===== config.mk =====
export PLATFORM = sky130hd
export DESIGN_NAME = gpib_aux_command_decoder
export DESIGN_NICKNAME = d
export VERILOG_FILES = /design/src/gpib_aux_pkg.sv /design/src/aux_cmd_if.sv /design/src/aux_cmd_latch.sv /design/src/gpib_aux_command_decoder.sv
export SDC_FILE = /design/constraint.sdc
export NUM_CORES = 1
export LEC_CHECK = 0
export ABC_AREA = 1
export BUFFER_PORTS_ARGS = -buffer_cell sky130_fd_sc_hd__clkbuf_2
export CAP_MARGIN = 20
export CORE_MARGIN = 10
export CORE_UTILIZATION = 35
export CTS_CLUSTER_DIAMETER = 50
export CTS_CLUSTER_SIZE = 40
export DETAILED_ROUTE_END_ITERATION = 10
export GPL_TIMING_DRIVEN = 1
export MAX_ROUTING_LAYER = met4
export SYNTH_ARGS = -nofsm -noshare
export SYNTH_HDL_FRONTEND = slang
export SYNTH_SLANG_ARGS = --single-unit

===== constraint.sdc =====
create_clock -name clock -period 3.1 [get_ports clock]
set_input_delay 0 -clock clock [delete_from_list [all_inputs] [get_ports clock]]
set_output_delay 0 -clock clock [all_outputs]
set_load 0.05 [all_outputs]

===== src/gpib_aux_pkg.sv =====
/*
 * Command codes, timing counts and decode helpers for the auxiliary
 * command decoder of the IEEE 488 talker/listener interface.
 * Assumes an 8-bit command register written by the host processor.
 */
package gpib_aux_pkg;

    localparam int CMD_WIDTH = 8;

    localparam logic [7:0] CMD_SWRST_CLR = 8'h00;
    localparam logic [7:0] CMD_SWRST_SET = 8'h80;
    localparam logic [7:0] CMD_DAC_INVALID = 8'h01;
    localparam logic [7:0] CMD_DAC_VALID = 8'h81;
    localparam logic [7:0] CMD_RFD_RELEASE = 8'h02;
    localparam logic [7:0] CMD_HDFA_CLR = 8'h03;
    localparam logic [7:0] CMD_HDFA_SET = 8'h83;
    localparam logic [7:0] CMD_HDFE_CLR = 8'h04;
    localparam logic [7:0] CMD_HDFE_SET = 8'h84;
    localparam logic [7:0] CMD_NBA_FALSE = 8'h05;
    localparam logic [7:0] CMD_FGET_CLR = 8'h06;
    localparam logic [7:0] CMD_FGET_SET = 8'h86;
    localparam logic [7:0] CMD_RTL_CLR = 8'h07;
    localparam logic [7:0] CMD_RTL_SET = 8'h87;

    // Least length of the trigger pulse, in clock cycles
    localparam int TRIG_PULSE_CYCLES = 5;

    function automatic logic code_match(logic wr, logic [7:0] data, logic [7:0] code);
        return wr && (data == code);
    endfunction

    function automatic logic code_defined(logic [7:0] d);
        return (d == CMD_SWRST_CLR) || (d == CMD_SWRST_SET) ||
               (d == CMD_DAC_INVALID) || (d == CMD_DAC_VALID) ||
               (d == CMD_RFD_RELEASE) || (d == CMD_HDFA_CLR) ||
               (d == CMD_HDFA_SET) || (d == CMD_HDFE_CLR) ||
               (d == CMD_HDFE_SET) || (d == CMD_NBA_FALSE) ||
               (d == CMD_FGET_CLR) || (d == CMD_FGET_SET) ||
               (d == CMD_RTL_CLR) || (d == CMD_RTL_SET);
    endfunction

endpackage


===== src/aux_cmd_if.sv =====
/*
 * One-cycle command strobes passed from the command latch to the
 * decoder state logic. Assumes both ends run on the same clock.
 */
`timescale 1ns/10ps
interface aux_cmd_if;
    logic swrst_set;
    logic swrst_clr;
    logic dac_valid;
    logic dac_invalid;
    logic rfd_release;
    logic hdfa_set;
    logic hdfa_clr;
    logic hdfe_set;
    logic hdfe_clr;
    logic nba_false;
    logic fget_set;
    logic fget_clr;
    logic rtl_set;
    logic rtl_clr;

    modport source (
        output swrst_set, swrst_clr, dac_valid, dac_invalid, rfd_release,
        output hdfa_set, hdfa_clr, hdfe_set, hdfe_clr, nba_false,
        output fget_set, fget_clr, rtl_set, rtl_clr
    );
    modport sink (
        input swrst_set, swrst_clr, dac_valid, dac_invalid, rfd_release,
        input hdfa_set, hdfa_clr, hdfe_set, hdfe_clr, nba_false,
        input fget_set, fget_clr, rtl_set, rtl_clr
    );
endinterface


===== src/aux_cmd_latch.sv =====
/*
 * Registers a command register write and turns a defined code into exactly
 * one command strobe, one clock wide, in the cycle after the write.
 * Assumes cmd_write is a one-cycle strobe synchronous to clock.
 */
`timescale 1ns/10ps
module aux_cmd_latch (
    input wire logic clock,
    input wire logic rst,
    input wire logic cmd_write,
    input wire logic [7:0] cmd_data,
    aux_cmd_if.source cmds
);

    // Reserved codes match nothing, so they leave every strobe low
    always_ff @(posedge clock or posedge rst) begin // RULE_21
        if (rst) begin
            cmds.swrst_set <= 1'b0;
            cmds.swrst_clr <= 1'b0;
            cmds.dac_valid <= 1'b0;
            cmds.dac_invalid <= 1'b0;
            cmds.rfd_release <= 1'b0;
            cmds.hdfa_set <= 1'b0;
            cmds.hdfa_clr <= 1'b0;
            cmds.hdfe_set <= 1'b0;
            cmds.hdfe_clr <= 1'b0;
            cmds.nba_false <= 1'b0;
            cmds.fget_set <= 1'b0;
            cmds.fget_clr <= 1'b0;
            cmds.rtl_set <= 1'b0;
            cmds.rtl_clr <= 1'b0;
        end else begin
            // RULE_19
            cmds.swrst_set <= gpib_aux_pkg::code_match(cmd_write, cmd_data,
                gpib_aux_pkg::CMD_SWRST_SET);
            cmds.swrst_clr <= gpib_aux_pkg::code_match(cmd_write, cmd_data,
                gpib_aux_pkg::CMD_SWRST_CLR);
            cmds.dac_valid <= gpib_aux_pkg::code_match(cmd_write, cmd_data,
                gpib_aux_pkg::CMD_DAC_VALID);
            cmds.dac_invalid <= gpib_aux_pkg::code_match(cmd_write, cmd_data,
                gpib_aux_pkg::CMD_DAC_INVALID);
            cmds.rfd_release <= gpib_aux_pkg::code_match(cmd_write, cmd_data,
                gpib_aux_pkg::CMD_RFD_RELEASE);
            cmds.hdfa_set <= gpib_aux_pkg::code_match(cmd_write, cmd_data,
                gpib_aux_pkg::CMD_HDFA_SET);
            cmds.hdfa_clr <= gpib_aux_pkg::code_match(cmd_write, cmd_data,
                gpib_aux_pkg::CMD_HDFA_CLR);
            cmds.hdfe_set <= gpib_aux_pkg::code_match(cmd_write, cmd_data,
                gpib_aux_pkg::CMD_HDFE_SET);
            cmds.hdfe_clr <= gpib_aux_pkg::code_match(cmd_write, cmd_data,
                gpib_aux_pkg::CMD_HDFE_CLR);
            cmds.nba_false <= gpib_aux_pkg::code_match(cmd_write, cmd_data,
                gpib_aux_pkg::CMD_NBA_FALSE);
            cmds.fget_set <= gpib_aux_pkg::code_match(cmd_write, cmd_data,
                gpib_aux_pkg::CMD_FGET_SET);
            cmds.fget_clr <= gpib_aux_pkg::code_match(cmd_write, cmd_data,
                gpib_aux_pkg::CMD_FGET_CLR);
            cmds.rtl_set <= gpib_aux_pkg::code_match(cmd_write, cmd_data,
                gpib_aux_pkg::CMD_RTL_SET);
            cmds.rtl_clr <= gpib_aux_pkg::code_match(cmd_write, cmd_data,
                gpib_aux_pkg::CMD_RTL_CLR);
        end
    end

    logic [13:0] strobes;
    assign strobes = {cmds.swrst_set, cmds.swrst_clr, cmds.dac_valid, cmds.dac_invalid,
                      cmds.rfd_release, cmds.hdfa_set, cmds.hdfa_clr, cmds.hdfe_set,
                      cmds.hdfe_clr, cmds.nba_false, cmds.fget_set, cmds.fget_clr,
                      cmds.rtl_set, cmds.rtl_clr};
endmodule // aux_cmd_latch


===== src/gpib_aux_command_decoder.sv =====
/*
 * Auxiliary command decoder: software reset, holdoff modes and
 * releases, new-byte-available cancel, forced trigger and return to
 * local. Assumes the interface functions around it give one-cycle event
 * pulses synchronous to clock and obey the level outputs here.
 */
//
// Contract
// RULE_01 - Code 80 sets software reset, forcing interface functions idle like power-on.
// RULE_02 - Hardware reset and chip reset command also set software reset.
// RULE_03 - Code 00 clears software reset, device then joins the bus.
// RULE_04 - Host should configure address, masks and features while software reset set.
// RULE_05 - Codes 01 and 81 release a pending data-accepted holdoff.
// RULE_06 - With pass-through on, 01 marks secondary invalid, 81 marks it valid.
// RULE_07 - Host releases holdoffs from other command bytes with the invalid code.
// RULE_08 - Code 02 releases any ready-for-data holdoff from either holdoff mode.
// RULE_09 - Holdoff-on-all-data mode (83 set, 03 clear) holds off after every byte.
// RULE_10 - In all-data mode host issues release after each received byte.
// RULE_11 - Holdoff-on-end mode (84 set, 04 clear) holds off only after END bytes.
// RULE_12 - Code 05 forces new-byte-available false, so the pending byte is dropped.
// RULE_13 - Code 06 pulses trigger output for at least five clock cycles.
// RULE_14 - Code 86 holds trigger output asserted until code 06.
// RULE_15 - Forced trigger commands never change the trigger-received status bit.
// RULE_16 - Code 07 makes the return-to-local message true for one pulse.
// RULE_17 - Code 87 holds return-to-local true until code 07.
// RULE_18 - Host must not write reserved command codes.
// RULE_19 - Pulsed commands act one clock after the write; static ones set flags.
// RULE_20 - Host leaves at least four clocks between command writes.
// RULE_21 - Reserved codes change no state and assert nothing.
`timescale 1ns/10ps
module gpib_aux_command_decoder #(
    parameter int TRIG_PULSE_LEN = gpib_aux_pkg::TRIG_PULSE_CYCLES
) (
    input wire logic clock,
    input wire logic rst,
    input wire logic cmd_write,
    input wire logic [7:0] cmd_data,
    input wire logic chip_reset_cmd,
    input wire logic secondary_passthrough_enable,
    input wire logic dac_holdoff_request,
    input wire logic data_byte_received,
    input wire logic byte_is_end,
    input wire logic data_out_written,
    input wire logic byte_sent,
    input wire logic get_command_received,
    input wire logic trigger_status_clear,
    output logic software_reset,
    output logic dac_holdoff,
    output logic secondary_valid,
    output logic secondary_invalid,
    output logic hold_all_data,
    output logic hold_end_only,
    output logic rfd_holdoff,
    output logic new_byte_available,
    output logic trigger_output_pin,
    output logic trigger_received,
    output logic rtl_message
);

    localparam int TRIG_CW = $clog2(TRIG_PULSE_LEN + 1);
    localparam logic [TRIG_CW-1:0] TRIG_LOAD = TRIG_CW'(TRIG_PULSE_LEN);

    aux_cmd_if cmds ();

    aux_cmd_latch latch (
        .clock(clock),
        .rst(rst),
        .cmd_write(cmd_write),
        .cmd_data(cmd_data),
        .cmds(cmds)
    );

    // Set sources win over the clear so a chip reset is never lost
    always_ff @(posedge clock or posedge rst) begin
        if (rst) begin
            software_reset <= 1'b1; // RULE_02
        end else if (cmds.swrst_set || chip_reset_cmd) begin
            software_reset <= 1'b1; // RULE_01 RULE_02
        end else if (cmds.swrst_clr) begin
            software_reset <= 1'b0; // RULE_03
        end
    end

    always_ff @(posedge clock or posedge rst) begin
        if (rst) begin
            dac_holdoff <= 1'b0;
        end else if (dac_holdoff_request) begin
            dac_holdoff <= 1'b1;
        end else if (cmds.dac_valid || cmds.dac_invalid) begin
            dac_holdoff <= 1'b0; // RULE_05
        end
    end

    // Verdict on the secondary address only matters in pass-through
    always_ff @(posedge clock or posedge rst) begin
        if (rst) begin
            secondary_valid <= 1'b0;
            secondary_invalid <= 1'b0;
        end else begin
            secondary_valid <= cmds.dac_valid && secondary_passthrough_enable; // RULE_06
            secondary_invalid <= cmds.dac_invalid && secondary_passthrough_enable; // RULE_06
        end
    end

    always_ff @(posedge clock or posedge rst) begin
        if (rst) begin
            hold_all_data <= 1'b0;
            hold_end_only <= 1'b0;
        end else begin
            if (cmds.hdfa_set) begin
                hold_all_data <= 1'b1; // RULE_09
            end else if (cmds.hdfa_clr) begin
                hold_all_data <= 1'b0; // RULE_09
            end
            if (cmds.hdfe_set) begin
                hold_end_only <= 1'b1; // RULE_11
            end else if (cmds.hdfe_clr) begin
                hold_end_only <= 1'b0; // RULE_11
            end
        end
    end

    // A byte landing with the release starts a fresh holdoff
    always_ff @(posedge clock or posedge rst) begin
        if (rst) begin
            rfd_holdoff <= 1'b0;
        end else if (data_byte_received && (hold_all_data || (hold_end_only && byte_is_end))) begin
            rfd_holdoff <= 1'b1; // RULE_09 RULE_11
        end else if (cmds.rfd_release) begin
            rfd_holdoff <= 1'b0; // RULE_08
        end
    end

    always_ff @(posedge clock or posedge rst) begin
        if (rst) begin
            new_byte_available <= 1'b0;
        end else if (data_out_written) begin
            new_byte_available <= 1'b1;
        end else if (cmds.nba_false || byte_sent) begin
            new_byte_available <= 1'b0; // RULE_12
        end
    end

    logic trig_hold;
    logic [TRIG_CW-1:0] trig_count;

    always_ff @(posedge clock or posedge rst) begin
        if (rst) begin
            trig_hold <= 1'b0;
            trig_count <= '0;
        end else if (cmds.fget_set) begin
            trig_hold <= 1'b1; // RULE_14
        end else if (cmds.fget_clr) begin
            trig_hold <= 1'b0; // RULE_14
            trig_count <= TRIG_LOAD; // RULE_13
        end else if (trig_count != '0) begin
            trig_count <= trig_count - 1'b1; // RULE_13
        end
    end

    assign trigger_output_pin = trig_hold || (trig_count != '0);

    // Only the bus GET message sets this and trigger_status_clear clears it; forced triggers bypass it
    always_ff @(posedge clock or posedge rst) begin
        if (rst) begin
            trigger_received <= 1'b0;
        end else if (get_command_received) begin
            trigger_received <= 1'b1; // RULE_15
        end else if (trigger_status_clear) begin
            trigger_received <= 1'b0;
        end
    end

    logic rtl_hold;
    logic rtl_pulse;

    always_ff @(posedge clock or posedge rst) begin
        if (rst) begin
            rtl_hold <= 1'b0;
            rtl_pulse <= 1'b0;
        end else begin
            rtl_pulse <= cmds.rtl_clr; // RULE_16
            if (cmds.rtl_set) begin
                rtl_hold <= 1'b1; // RULE_17
            end else if (cmds.rtl_clr) begin
                rtl_hold <= 1'b0; // RULE_17
            end
        end
    end

    assign rtl_message = rtl_hold || rtl_pulse;
endmodule // gpib_aux_command_decoder


After elaboration in Yosys (flattened, before gate mapping)
Cells that the tools add are included.
- logic and storage cells: 99
- output and inout port bits: 11
- input port bits: 20
- flip-flop bits (word level): 29
- muxes and demuxes: 20
- bitwise gates (word level): 1
- reductions and logical operators: 37
- add/sub/neg operators: 1
- equal/unequal tests: 13
- operator list (kind ; number):
    $eq A8 B8 Y1 const B ; 6
    $eq A8 B3 Y1 const B ; 4
    $reduce_bool A2 Y1 ; 10
    $logic_and A1 B1 Y1 ; 18
    $mux W1 ; 18
    $eq A8 B2 Y1 const B ; 2
    $eq A8 B1 Y1 const B ; 1
    $logic_not A8 Y1 ; 1
    $logic_or A1 B1 Y1 ; 6
    $mux W3 ; 2
    $reduce_bool A3 Y1 ; 1
    $sub A3 B1 Y3 const B ; 1
    $reduce_and A2 Y1 ; 1
    $not A1 Y1 ; 1

Longest topological paths before layout
Gate-level depths: netlist of the first run.
- depth after elaboration: 4
- gate-level depth with buffers: 7
- gate-level depth less buffers: 7

Modules after synthesis
A second synthesis of the first run with hierarchy kept.
- cells, all modules: 118
- area total of the unflattened synthesis: 1154.9 um2
- modules (own cells, without submodules) (module ; times used ; seq. area each (um2) ; area an instance (um2) ; cells each):
    gpib_aux_command_decoder ; 1 ; 376.6 ; 638.1 ; 66
    aux_cmd_latch ; 1 ; 350.3 ; 516.7 ; 52

Least setup slack after synthesis of the first run
OpenSTA, ideal clock, no wires.
- path kind: reg-to-reg
- start: reg trig_count[0]
- end: reg trig_count[1]
- cell stages (with the launch flop): 5
- buffers on the path: 0
- setup slack: 1.969 ns
- arrival time: 1.048 ns
- library setup time: 0.083 ns
- cells stage by stage: dfrtp_1 inv_1 ha_1 or2_2 o21ai_0
- cells in the longest elaborated chain, start to end: 3
- RTL lines (element ; RTL line ; source):
    from (decl) ; gpib_aux_command_decoder.sv:145 ; logic [TRIG_CW-1:0] trig_count;
    from (signal assigned) ; gpib_aux_command_decoder.sv:157 ; trig_count <= trig_count - 1'b1;
    $sub A3 B1 Y3 or $reduce_bool A3 Y1 (tied branches) ; gpib_aux_command_decoder.sv:157, gpib_aux_command_decoder.sv:156 ;
    $mux W3 or $reduce_bool A2 Y1 (tied branches) ; -- ;
    $mux W3 or $reduce_and A2 Y1 (tied branches) ; -- ;
Parallel ways exist; a longest one is shown, timed or not. The select of a mux whose other input is x is not followed.
A chain may end at the register's enable or synchronous reset.

Final worst setup path of the first run
- start: in cmd_data[1]
- end: reg latch.cmds.hdfa_set
- cells in the longest elaborated chain, start to end: 2
- RTL lines (element ; RTL line ; source):
    from (decl) ; gpib_aux_command_decoder.sv:37 ; input wire logic [7:0] cmd_data,
    $eq A8 B8 Y1 ; gpib_aux_pkg.sv:29 ; return wr && (data == code);
    $logic_and A1 B1 Y1 ; gpib_aux_pkg.sv:29 ;
    to (signal assigned) ; aux_cmd_latch.sv:44 ; cmds.hdfa_set <= gpib_aux_pkg::code_match(cmd_write, cmd_data,
    to (decl) ; aux_cmd_if.sv:24 ; output hdfa_set, hdfa_clr, hdfe_set, hdfe_clr, nba_false,
Every way passes these cells.

==> run summary, run 1 <==
RUN STATUS
------------------------------------------------------------------------------------------------------
Result of the run                                                                            completed

GLOBAL ROUTING
------------------------------------------------------------------------------------------------------
Wire length of the first global-routing pass                                                   4010 µm
Final global-route overflow total                                                                    0
Antenna violations before repair                                                                     0
Vias in the first global route                                                                     932
Maximum number of pins on one net before global-route repair                                        30
GRT Resource Usage Total                                                                        0.0855

SYNTHESIS
------------------------------------------------------------------------------------------------------
Yosys reg bits                                                                                      29
Most numerous cell types in the synthesized netlist                                       28 x dfrtp_1, 23 x inv_1, 22 x nor2_1
Mux contribution to synthesized area                                                                 0
Syn. warnings                                                                                        0
Xor and xnor fraction of the mapped netlist area                                                     0
Largest cells by area after synthesis                                                     dfrtp_1 62%, inv_1 7.6%, nor2_1 7.3%, nand2_1 4.0%, nand3_1 3.1%
Complex-gate fraction of the synthesized area                                                   0.0673
Share of synthesized registers carrying an async set or reset                                     1.00
Synthesized-area fraction occupied by and/or/nand/nor cells                                      0.191
Post-synthesis cell type count                                                                      18
Synthesized instance count                                                                         115
Most frequently used flop master after synthesis                                               dfrtp_1
Netlist Area Pre-Place                                                                     0.00113 mm²
Part of the Yosys area used for sequential elements                                              0.641
Most area-hungry cell type in the Yosys netlist                                                dfrtp_1
Most common cell in the netlist                                                                dfrtp_1
Main combinational cell family by area after synthesis                                    simple AND/OR/NAND/NOR gates
Syn Nets                                                                                           137
Number of enable-type register cells in the synthesized netlist                                      0
Fraction of post-synthesis cell area in the top cell type by area                                0.617
Synthesized area divided by synthesized cell count                                            9.87 µm²
Adder-cell share of the synthesized area                                                        0.0221

STA
------------------------------------------------------------------------------------------------------
Setup-violating endpoint count in the final report                                                   0
Pins over their slew limit                                                                           0
Final Hold Slack                                                                             0.0347 ns
Slew at the pin closest to its max-slew limit                                                 0.301 ns
Setup repair after global routing missed its margin                                                 no
Final hold violations                                                                                0
Post-layout min period                                                                         1.71 ns
Slew headroom                                                                                    0.799
Upper clock frequency limit                                                                  0.585 GHz
Summed negative setup slack over all endpoints                                                    0 ns
Worst clock skew on the final layout                                                        0.00909 ns
Share of the cycle needed by the critical path after routing                                     0.552

ROUTING
------------------------------------------------------------------------------------------------------
Routed Wire Length                                                                             2270 µm
Number of antenna-violating nets in the routed design                                                0
Total number of vias                                                                               893
1st-pass router iterations                                                                           4
Post-route DRC violation count                                                                       0
WL per Instance                                                                                10.5 µm
Violation count after the first detailed-route iteration                                            89
Detailed-route vias per instance                                                                  4.13

FLOORPLANNING
------------------------------------------------------------------------------------------------------
Y dimension of the die                                                                         76.9 µm
DIE AREA                                                                                   0.00592 mm²
Number of placement rows                                                                            20
Core footprint                                                                             0.00308 mm²
Die boundary width                                                                             76.9 µm
Effective utilization at floorplan                                                               0.369
Top-level port count                                                                                31

PLACED DESIGN
------------------------------------------------------------------------------------------------------
Input/output buffers                                                                                30
Placer Congestion                                                                                0.822
Placed instance count                                                                              189
Placed wire-length estimate                                                                    1640 µm

CLOCK TREE
------------------------------------------------------------------------------------------------------
TritonCTS clock tree                                                                              done
Number of sinks on the clock net                                                                    29
Post-CTS resize count                                                                                0
Worst skew pair latency                                                                        0.31 ns
Number of hold buffers added after cts                                                              18
CTS Buffer Depth                                                                                     2
Clock transition at the register clock pins on the worst setup and hold paths after CTS        0.09 ns
H-tree Lvls                                                                                          2
Clock tree root buffer cell                                                                   clkbuf_4
Count of buffers added by post-CTS timing repair for setup                                           0
Total CTS buffers                                                                                    5

CRITICAL PATH
------------------------------------------------------------------------------------------------------
Arrival time at the worst endpoint                                                             1.91 ns
Critical path's largest stage delay                                                            0.56 ns
Number of buffers and inverters on the critical path                                                 4
Most frequent CP cell                                                                     dlygate4sd3_1
Crit path capture type                                                                            flop
Critical-path maximum fanout                                                                         6
Type of the setup path with the least slack                                               input pin to flop
Crit path launch type                                                                        input pin
Cell at the slowest stage of the critical path                                            dlygate4sd3_1
CP cell instances                                                                         dlygate4sd3_1 -> clkbuf_2 -> nand2_1 -> dlygate4sd3_1 -> nor2_1 -> dlygate4sd3_1
Largest delay share family, worst path                                                    buffers and inverters
Required time of the worst setup path                                                          3.30 ns

FINISH
------------------------------------------------------------------------------------------------------
Layout overhead on the synthesized area                                                          40.8%
Sequential cell area in the final layout                                                       727 µm²
Proportion of layout cells with a drive suffix above 1                                           0.256
Flip-flop count of the largest register after layout                                                 3
Fillers                                                                                            274
Top register by number of flip-flops                                                        trig_count
Utilization after layout                                                                         0.519
Area occupied by multi-input gates                                                             318 µm²
Layout Nets                                                                                        193
Antenna cell count                                                                                   0
Post-Layout Cell Count                                                                             216

WORST HOLD PATH
------------------------------------------------------------------------------------------------------
Worst hold-check path type                                                                input pin to flop

POWER
------------------------------------------------------------------------------------------------------
Cell Int Power                                                                                0.582 mW
Sequential Power Share                                                                           0.494
Switching Share                                                                                  0.317
Combinational share of power                                                                     0.264
PwrDens                                                                                     534 mW/mm²
Net switching power                                                                           0.271 mW
Peak supply drop                                                                              0.238 mV
Clock power frac                                                                                 0.243
Static leakage power                                                                          0.840 nW
Overall power after layout                                                                    0.853 mW

FLOW RUN
------------------------------------------------------------------------------------------------------
Max-cap violations                                                                                   0

==> power by group through the flow <==
stage | Combinational, mW | Sequential [mW] | Clock, mW
finish | 0.225 | 0.421 | 0.207
global route | 0.259 | 0.426 | 0.239
CTS | 0.224 | 0.422 | 0.217
detailed placement | 0.206 | 0.430 | 0
global placement | 0.194 | 0.428 | 0
floorplan | 0.138 | 0.443 | 0
==> kinds of logic (layout without fill, tap and decap cells) <==
kind of cell | Yosys count | count (layout)
buf+inv | 24 | 81
flops | 29 | 29
fa+ha+maj | 2 | 2
simple gates | 48 | 48
compound gates | 12 | 12
==> per-layer routing <==
metal / wire, µm / track usage / up-vias
li1: - / - / 461
met1: 966 / 0.0840 / 403
met2: 1130 / 0.142 / 27
met3: 162 / 0.0490 / 2
met4: 12 / 0.0223 / 0
met5: 0 / - / -
==> stage by stage <==
step	cell area, µm²	setup WS [ns]
finish	1600	1.39
global route	1600	1.37
CTS	1570	1.41
detailed placement	1340	1.88
global placement	1340	1.95
floorplan	1130	1.97
==> tightest hold or removal path, delay by kind of cell <==
kind	cells	cell delay (ns)
simple gates	3	0.24
buf+inv	1	0.08
==> cells in the final DEF, fill, tap and decap left out, types with 2 or more instances in the layout <==
master	netlist	layout
a21o_1	2	2
clkbuf_1	0	2
clkbuf_2	0	30
clkbuf_4	0	5
dfrtp_1	28	28
dlygate4sd3_1	0	18
ha_1	2	2
inv_1	23	23
nand2_1	12	12
nand3_1	7	7
nand4_1	2	2
nor2_1	22	22
o21ai_0	4	4
o21bai_1	4	4
or2_2	2	2
==> final timing paths <==
| kind | start | endpoint | slack [ns] | cells after the start |
|---|---|---|---|---|
| setup / recovery | cmd_data[1] | latch.cmds.hdfa_set | 1.39 | 6 |
| hold / removal | cmd_data[4] | latch.cmds.nba_false | 0.03 | 4 |
| setup reg to reg | hold_end_only | rfd_holdoff | 1.80 | 3 |
| hold reg to reg | latch.cmds.rtl_clr | rtl_pulse | 0.40 | 0 |
| max in group asynchronous | rst | software_reset | 2.47 | 4 |
| min in group asynchronous | rst | trigger_received | 0.15 | 3 |
==> cell type report <==
| type | count | area share |
|---|---|---|
| clock inverter | 1 | 0.00313 |
| multi-input combinational | 62 | 0.199 |
| timing repair buffer | 49 | 0.224 |
| tap | 44 | 0.0345 |
| inverter | 24 | 0.0564 |
| clock buffer | 7 | 0.0282 |
| sequential | 29 | 0.455 |
No activity file was read; power rests on OpenSTA's default activity.
==> run 2: changes to the inputs <==
Clock period 3.1 ns to 1.5 ns, I/O delays scaled along.
==> run 2 against run 1 <==
  * Sequential cell count did not move
  * Critical endpoint is now latch.cmds.rfd_release
  * Cell count fell by 0.93%
  * Combinational power rose by 100%
  * Routed wire length fell by 2.3%
  * Critical path type unchanged
  * Non-clock buffer count fell by 1
  * Largest cell class unchanged
  * Sequential share of layout area rose by 0.72 points
  * Cell area fell by 1.6%
  * Power rose by 110%
  * First-iteration DRC count fell by 62%
==> run summary, run 2 (synthesis gave the netlist of run 1 again) <==
FLOORPLANNING
------------------------------------------------------------------------------------------------------
Core footprint                                                                             0.00308 mm²   unchanged
Effective utilization at floorplan                                                               0.369   unchanged
Y dimension of the die                                                                         76.9 µm   unchanged
DIE AREA                                                                                   0.00592 mm²   unchanged
Number of placement rows                                                                            20   unchanged
Die boundary width                                                                             76.9 µm   unchanged
Top-level port count                                                                                31   unchanged

ROUTING
------------------------------------------------------------------------------------------------------
Routed Wire Length                                                                             2220 µm   -2.3%
WL per Instance                                                                                10.4 µm   -1.4%
Post-route DRC violation count                                                                       0   unchanged
Violation count after the first detailed-route iteration                                            34   -62%
1st-pass router iterations                                                                           4   unchanged
Detailed-route vias per instance                                                                  4.20   +1.5%
Number of antenna-violating nets in the routed design                                                0   unchanged
Total number of vias                                                                               898   +0.56%

FINISH
------------------------------------------------------------------------------------------------------
Most common cell after layout, fill and taps aside                                            clkbuf_2
Area occupied by multi-input gates                                                             318 µm²   unchanged
Layout overhead on the synthesized area                                                          38.6%
Layout Nets                                                                                        192   -0.52%
Top register by number of flip-flops                                                        trig_count
Area of all placed cells without fillers                                                   0.00157 mm²   -1.6%
Sequential cell area in the final layout                                                       727 µm²   unchanged
Antenna cell count                                                                                   0   unchanged
Most frequent cells in the layout                                                         30 x clkbuf_2, 28 x dfrtp_1, 23 x inv_1
Fillers                                                                                            279   +1.8%
Proportion of layout cells with a drive suffix above 1                                           0.259   +0.00301
Flip-flop count of the largest register after layout                                                 3   unchanged

STA
------------------------------------------------------------------------------------------------------
Slew at the pin closest to its max-slew limit                                                 0.323 ns   +0.0220 ns
Setup repair after global routing missed its margin                                                 no
Upper clock frequency limit                                                                  0.742 GHz
Share of the cycle needed by the critical path after routing                                     0.898
Final Hold Slack                                                                             0.0388 ns   +0.00410 ns
Summed negative setup slack over all endpoints                                                    0 ns   unchanged
Slew headroom                                                                                    0.784   -0.0147
Worst clock skew on the final layout                                                        0.00506 ns   -0.00403 ns
Setup-violating endpoint count in the final report                                                   0   unchanged
Post-layout min period                                                                         1.35 ns
Final hold violations                                                                                0   unchanged
Pins over their slew limit                                                                           0   unchanged

CRITICAL PATH
------------------------------------------------------------------------------------------------------
Critical-path maximum fanout                                                                         3   -3
Arrival time at the worst endpoint                                                             1.58 ns   -0.33 ns
Crit path capture type                                                                            flop
Type of the setup path with the least slack                                               input pin to flop
Required time of the worst setup path                                                          1.74 ns   -1.56 ns
Crit path launch type                                                                        input pin

CLOCK TREE
------------------------------------------------------------------------------------------------------
Clock transition at the register clock pins on the worst setup and hold paths after CTS        0.08 ns   about the same
Clock tree root buffer cell                                                                   clkbuf_4
Total CTS buffers                                                                                    5   unchanged
H-tree Lvls                                                                                          2   unchanged
CTS Buffer Depth                                                                                     2   unchanged
Number of sinks on the clock net                                                                    29   unchanged
Post-CTS resize count                                                                                0   unchanged
TritonCTS clock tree                                                                              done
Worst skew pair latency                                                                        0.31 ns   about the same

PLACED DESIGN
------------------------------------------------------------------------------------------------------
Placed wire-length estimate                                                                    1700 µm   +3.7%
Placer Congestion                                                                                0.835   +1.6%
Input/output buffers                                                                                30   unchanged
Post-place instance area                                                                   0.00135 mm²   +0.56%

RUN STATUS
------------------------------------------------------------------------------------------------------
Result of the run                                                                            completed

POWER
------------------------------------------------------------------------------------------------------
Switching Share                                                                                  0.305   -0.0122
Static leakage power                                                                          0.831 nW   -1.1%
PwrDens                                                                                    1130 mW/mm²   +110%
Net switching power                                                                           0.543 mW   +100%
Peak supply drop                                                                              0.480 mV   +100%
Cell Int Power                                                                                 1.24 mW   +110%
Clock power frac                                                                                 0.254   +0.011
Sequential Power Share                                                                           0.492   -0.002
Combinational share of power                                                                     0.254   -0.010

FLOW RUN
------------------------------------------------------------------------------------------------------
Max-cap violations                                                                                   0   unchanged

GLOBAL ROUTING
------------------------------------------------------------------------------------------------------
Final global-route overflow total                                                                    0   unchanged
GRT Resource Usage Total                                                                        0.0850   -0.000496
Vias in the first global route                                                                     908   -2.6%
Maximum number of pins on one net before global-route repair                                        22   -27%
Wire length of the first global-routing pass                                                   3940 µm   -1.7%
Antenna violations before repair                                                                     0   unchanged

WORST HOLD PATH
------------------------------------------------------------------------------------------------------
Worst hold-check path type                                                                input pin to flop

run 2: cell types whose count changed in the layout (fill, tap and decap cells not counted), sizes merged:
cell,change
clkinv,-1
dlygate4sd3,-1
run 2: final timing paths:
check,from,endpoint,slack [ns],cells past startpoint
setup / recovery,cmd_data[3],latch.cmds.rfd_release,0.15,6
min in group asynchronous,rst,secondary_invalid,0.19,3
hold reg to reg,latch.cmds.rtl_clr,rtl_pulse,0.39,0
max in group asynchronous,rst,rfd_holdoff,0.74,4
hold / removal,cmd_data[4],latch.cmds.nba_false,0.04,4
setup reg to reg,hold_end_only,rfd_holdoff,0.22,3
run 2: worst max-delay path: stages:
cell,delay [ns]
dlygate4sd3_1,0.53
clkbuf_2,0.11
nor2_1,0.17
dlygate4sd3_1,0.58
nand3_1,0.06
nor2_1,0.13
run 2: layer usage:
layer,part of all wire,global-route usage,vias to the layer above
met5,0,-,-
met4,0.013,0.0446,0
met3,0.061,0.0385,5
met2,0.50,0.140,24
met1,0.42,0.0826,408
li1,-,-,461
run 2: layout make-up:
| class | instances | area share |
|---|---|---|
| Inverter | 24 | 0.0573 |
| Sequential cell | 29 | 0.462 |
| Tap cell | 44 | 0.0350 |
| Timing Repair Buffer | 48 | 0.208 |
| Multi-Input combinational cell | 62 | 0.202 |
| Clock buffer | 7 | 0.0350 |
run 2: power by group through the flow:
stage	registers (mW)	clock network (mW)	logic, mW
floorplan	0.916	0	0.286
global placement	0.884	0	0.403
finish	0.876	0.452	0.452
CTS	0.875	0.481	0.459
detailed placement	0.890	0	0.422
global route	0.882	0.509	0.515
run 2: repair_timing:
action,in CTS,in global routing
endpoints found under the hold margin,48,0
hold buffers,17,0
buffers inserted,0,0
run 2: metrics by stage:
step | total power [mW] | instances | setup WS [ns] | utilization
global placement | 1.29 | 190 | 0.349 | 0.438
global route | 1.91 | 214 | 0.0946 | 0.511
CTS | 1.82 | 214 | 0.167 | 0.511
detailed placement | 1.31 | 190 | 0.282 | 0.438
finish | 1.78 | 214 | 0.153 | 0.511
floorplan | 1.20 | 115 | 0.369 | -
==> run 3: changes to the inputs <==
Settings changed: CORE_UTILIZATION 35 to 45, PLACE_DENSITY set to 0.73.
==> run 3 against run 2 <==
  * Worst setup slack got worse by 0.0027 ns
  * Die area decreased by 17%
  * Worst hold slack got worse by 0.012 ns
  * Clock skew increased by 0.0041 ns
  * Routed wire length increased by 6.5%
==> run summary, run 3 (synthesis gave the netlist of run 1 again) <==
CLOCK TREE
------------------------------------------------------------------------------------------------------
CTS Buffer Depth                                                                                     2   unchanged
Number of sinks on the clock net                                                                    29   unchanged
Total CTS buffers                                                                                    5   unchanged
Clock transition at the register clock pins on the worst setup and hold paths after CTS        0.08 ns   about the same
H-tree Lvls                                                                                          2   unchanged
Worst skew pair latency                                                                        0.32 ns   about the same
TritonCTS clock tree                                                                              done
Clock tree root buffer cell                                                                   clkbuf_4

PLACED DESIGN
------------------------------------------------------------------------------------------------------
Post-place instance area                                                                   0.00133 mm²   -1.3%
Input/output buffers                                                                                30   unchanged
Placer Congestion                                                                                0.835   about the same
Placed wire-length estimate                                                                    1740 µm   +2.7%

POWER
------------------------------------------------------------------------------------------------------
Sequential Power Share                                                                           0.483   -0.009
Cell Int Power                                                                                 1.25 mW   +0.88%
Clock power frac                                                                                 0.259   +0.005
Static leakage power                                                                          0.826 nW   -0.53%
Overall power after layout                                                                     1.82 mW   +2.0%
Combinational share of power                                                                     0.259   +0.005
Net switching power                                                                           0.568 mW   +4.6%
PwrDens                                                                                    1170 mW/mm²   +3.6%
Peak supply drop                                                                              0.914 mV   +91%
Switching Share                                                                                  0.313   +0.00781

CRITICAL PATH
------------------------------------------------------------------------------------------------------
Number of buffers and inverters on the critical path                                                 2   -1
Required time of the worst setup path                                                          1.50 ns   -0.24 ns
Arrival time at the worst endpoint                                                             1.35 ns   -0.23 ns
Cell at the slowest stage of the critical path                                                 dfrtp_1
Type of the setup path with the least slack                                               flop to output pin
CP cell instances                                                                         inv_1 -> ha_1 -> nand3_1 -> clkbuf_2
Crit path launch type                                                                             flop
Critical path's largest stage delay                                                            0.36 ns   -0.22 ns
Crit path capture type                                                                      output pin
Critical-path maximum fanout                                                                         3   unchanged
Largest delay share family, worst path                                                    buffers and inverters

FLOORPLANNING
------------------------------------------------------------------------------------------------------
Number of placement rows                                                                            18   -10%
DIE AREA                                                                                   0.00493 mm²   -17%
Effective utilization at floorplan                                                               0.467   +0.0979
Die boundary width                                                                             70.2 µm   -8.7%
Core footprint                                                                             0.00243 mm²   -21%
Top-level port count                                                                                31   unchanged
Y dimension of the die                                                                         70.2 µm   -8.7%

FINISH
------------------------------------------------------------------------------------------------------
Flip-flop count of the largest register after layout                                                 3   unchanged
Utilization after layout                                                                         0.637   +0.126
Top register by number of flip-flops                                                        trig_count
Antenna cell count                                                                                   0   unchanged
Most frequent cells in the layout                                                         30 x clkbuf_2, 28 x dfrtp_1, 23 x inv_1
Proportion of layout cells with a drive suffix above 1                                           0.259   unchanged
Area of all placed cells without fillers                                                   0.00155 mm²   -1.5%
Most common cell after layout, fill and taps aside                                            clkbuf_2
Layout Nets                                                                                        191   -0.52%
Layout overhead on the synthesized area                                                          36.5%

ROUTING
------------------------------------------------------------------------------------------------------
Post-route DRC violation count                                                                       0   unchanged
WL per Instance                                                                                11.8 µm   +14%
Routed Wire Length                                                                             2360 µm   +6.5%
1st-pass router iterations                                                                           4   unchanged
Detailed-route vias per instance                                                                  4.66   +11%
Total number of vias                                                                               931   +3.7%
Violation count after the first detailed-route iteration                                            25   -26%
Number of antenna-violating nets in the routed design                                                0   unchanged

WORST HOLD PATH
------------------------------------------------------------------------------------------------------
Worst hold-check path type                                                                input pin to flop

FLOW RUN
------------------------------------------------------------------------------------------------------
Max-cap violations                                                                                   0   unchanged

STA
------------------------------------------------------------------------------------------------------
Slew at the pin closest to its max-slew limit                                                 0.351 ns   +0.0281 ns
Worst clock skew on the final layout                                                        0.00920 ns   +0.00414 ns
Post-layout min period                                                                         1.35 ns   +0.00273 ns
Setup repair after global routing missed its margin                                                 no
Pins over their slew limit                                                                           0   unchanged
Final hold violations                                                                                0   unchanged
Slew headroom                                                                                    0.766   -0.0185
Share of the cycle needed by the critical path after routing                                     0.900   +0.00182
Upper clock frequency limit                                                                  0.741 GHz   -0.20%
Summed negative setup slack over all endpoints                                                    0 ns   unchanged
Setup-violating endpoint count in the final report                                                   0   unchanged
Final Hold Slack                                                                             0.0266 ns   -0.0122 ns

GLOBAL ROUTING
------------------------------------------------------------------------------------------------------
Final global-route overflow total                                                                    0   unchanged
Antenna violations before repair                                                                     0   unchanged
GRT Resource Usage Total                                                                         0.103   +0.0183
Vias in the first global route                                                                     968   +6.6%
Maximum number of pins on one net before global-route repair                                        30   +36%
Wire length of the first global-routing pass                                                   4110 µm   +4.4%

RUN STATUS
------------------------------------------------------------------------------------------------------
Result of the run                                                                            completed

-- run 3: cell count changes in the layout (fill, tap and decap cells not counted), sizes merged --
cell         previous run  this run
clkbuf                 37        38
dlygate4sd3            17        16
-- run 3: worst reg2reg max path, cell delays in order, from the launching register on --
cell and delay (ns):
dfrtp_1 0.40, a21oi_1 0.16, o22ai_1 0.08, dlygate4sd3_1 0.54
-- run 3: metrics by stage --
step / worst slack (ns) / std cells
after global routing: 0.0650 / 200
after global placement: 0.349 / 176
after CTS: 0.133 / 200
after detailed placement: 0.279 / 176
after floorplan: 0.369 / 115
final: 0.150 / 200
-- run 3: power groups by stage --
stage               combinational [mW]  sequential [mW]  clock, mW
finish                           0.470            0.876      0.469
global route                     0.522            0.880      0.538
CTS                              0.470            0.874      0.490
detailed placement               0.438            0.890          0
global placement                 0.401            0.884          0
floorplan                        0.286            0.916          0
-- run 3: area by class of cell --
cell class              count  area, µm²
inverters                  24       90.1
repair buffers             47        318
clock buffers               8       58.8
multi-input cells          62        318
fillers                   208        883
flip-flops and latches     29        727
well taps                  30       37.5
-- run 3: layer usage --
layer | vias up | GRT usage | part of all wire
li1 | 461 | - | -
met1 | 433 | 0.106 | 0.40
met2 | 37 | 0.170 | 0.52
met3 | 0 | 0.0508 | 0.078
met4 | 0 | 0.0307 | 0
met5 | - | - | 0
-- run 3: final timing paths --
check                      depth (start not counted)                    to  slack [ns]                from
max                                                4    trigger_output_pin        0.15       trig_count[0]
max in group asynchronous                          4        software_reset        0.93                 rst
max reg2reg                                        3           rfd_holdoff        0.23       hold_end_only
min reg2reg                                        0             rtl_pulse        0.39  latch.cmds.rtl_clr
min in group asynchronous                          4      trigger_received        0.26                 rst
min                                                4  latch.cmds.nba_false        0.03         cmd_data[6]
-- run 3: what timing repair did --
| action | in CTS | in global routing |
|---|---|---|
| buffers inserted | 0 | 0 |
| hold endpoints to repair | 47 | 0 |
| gates resized for setup | 0 | 0 |
| hold buffers | 16 | 0 |
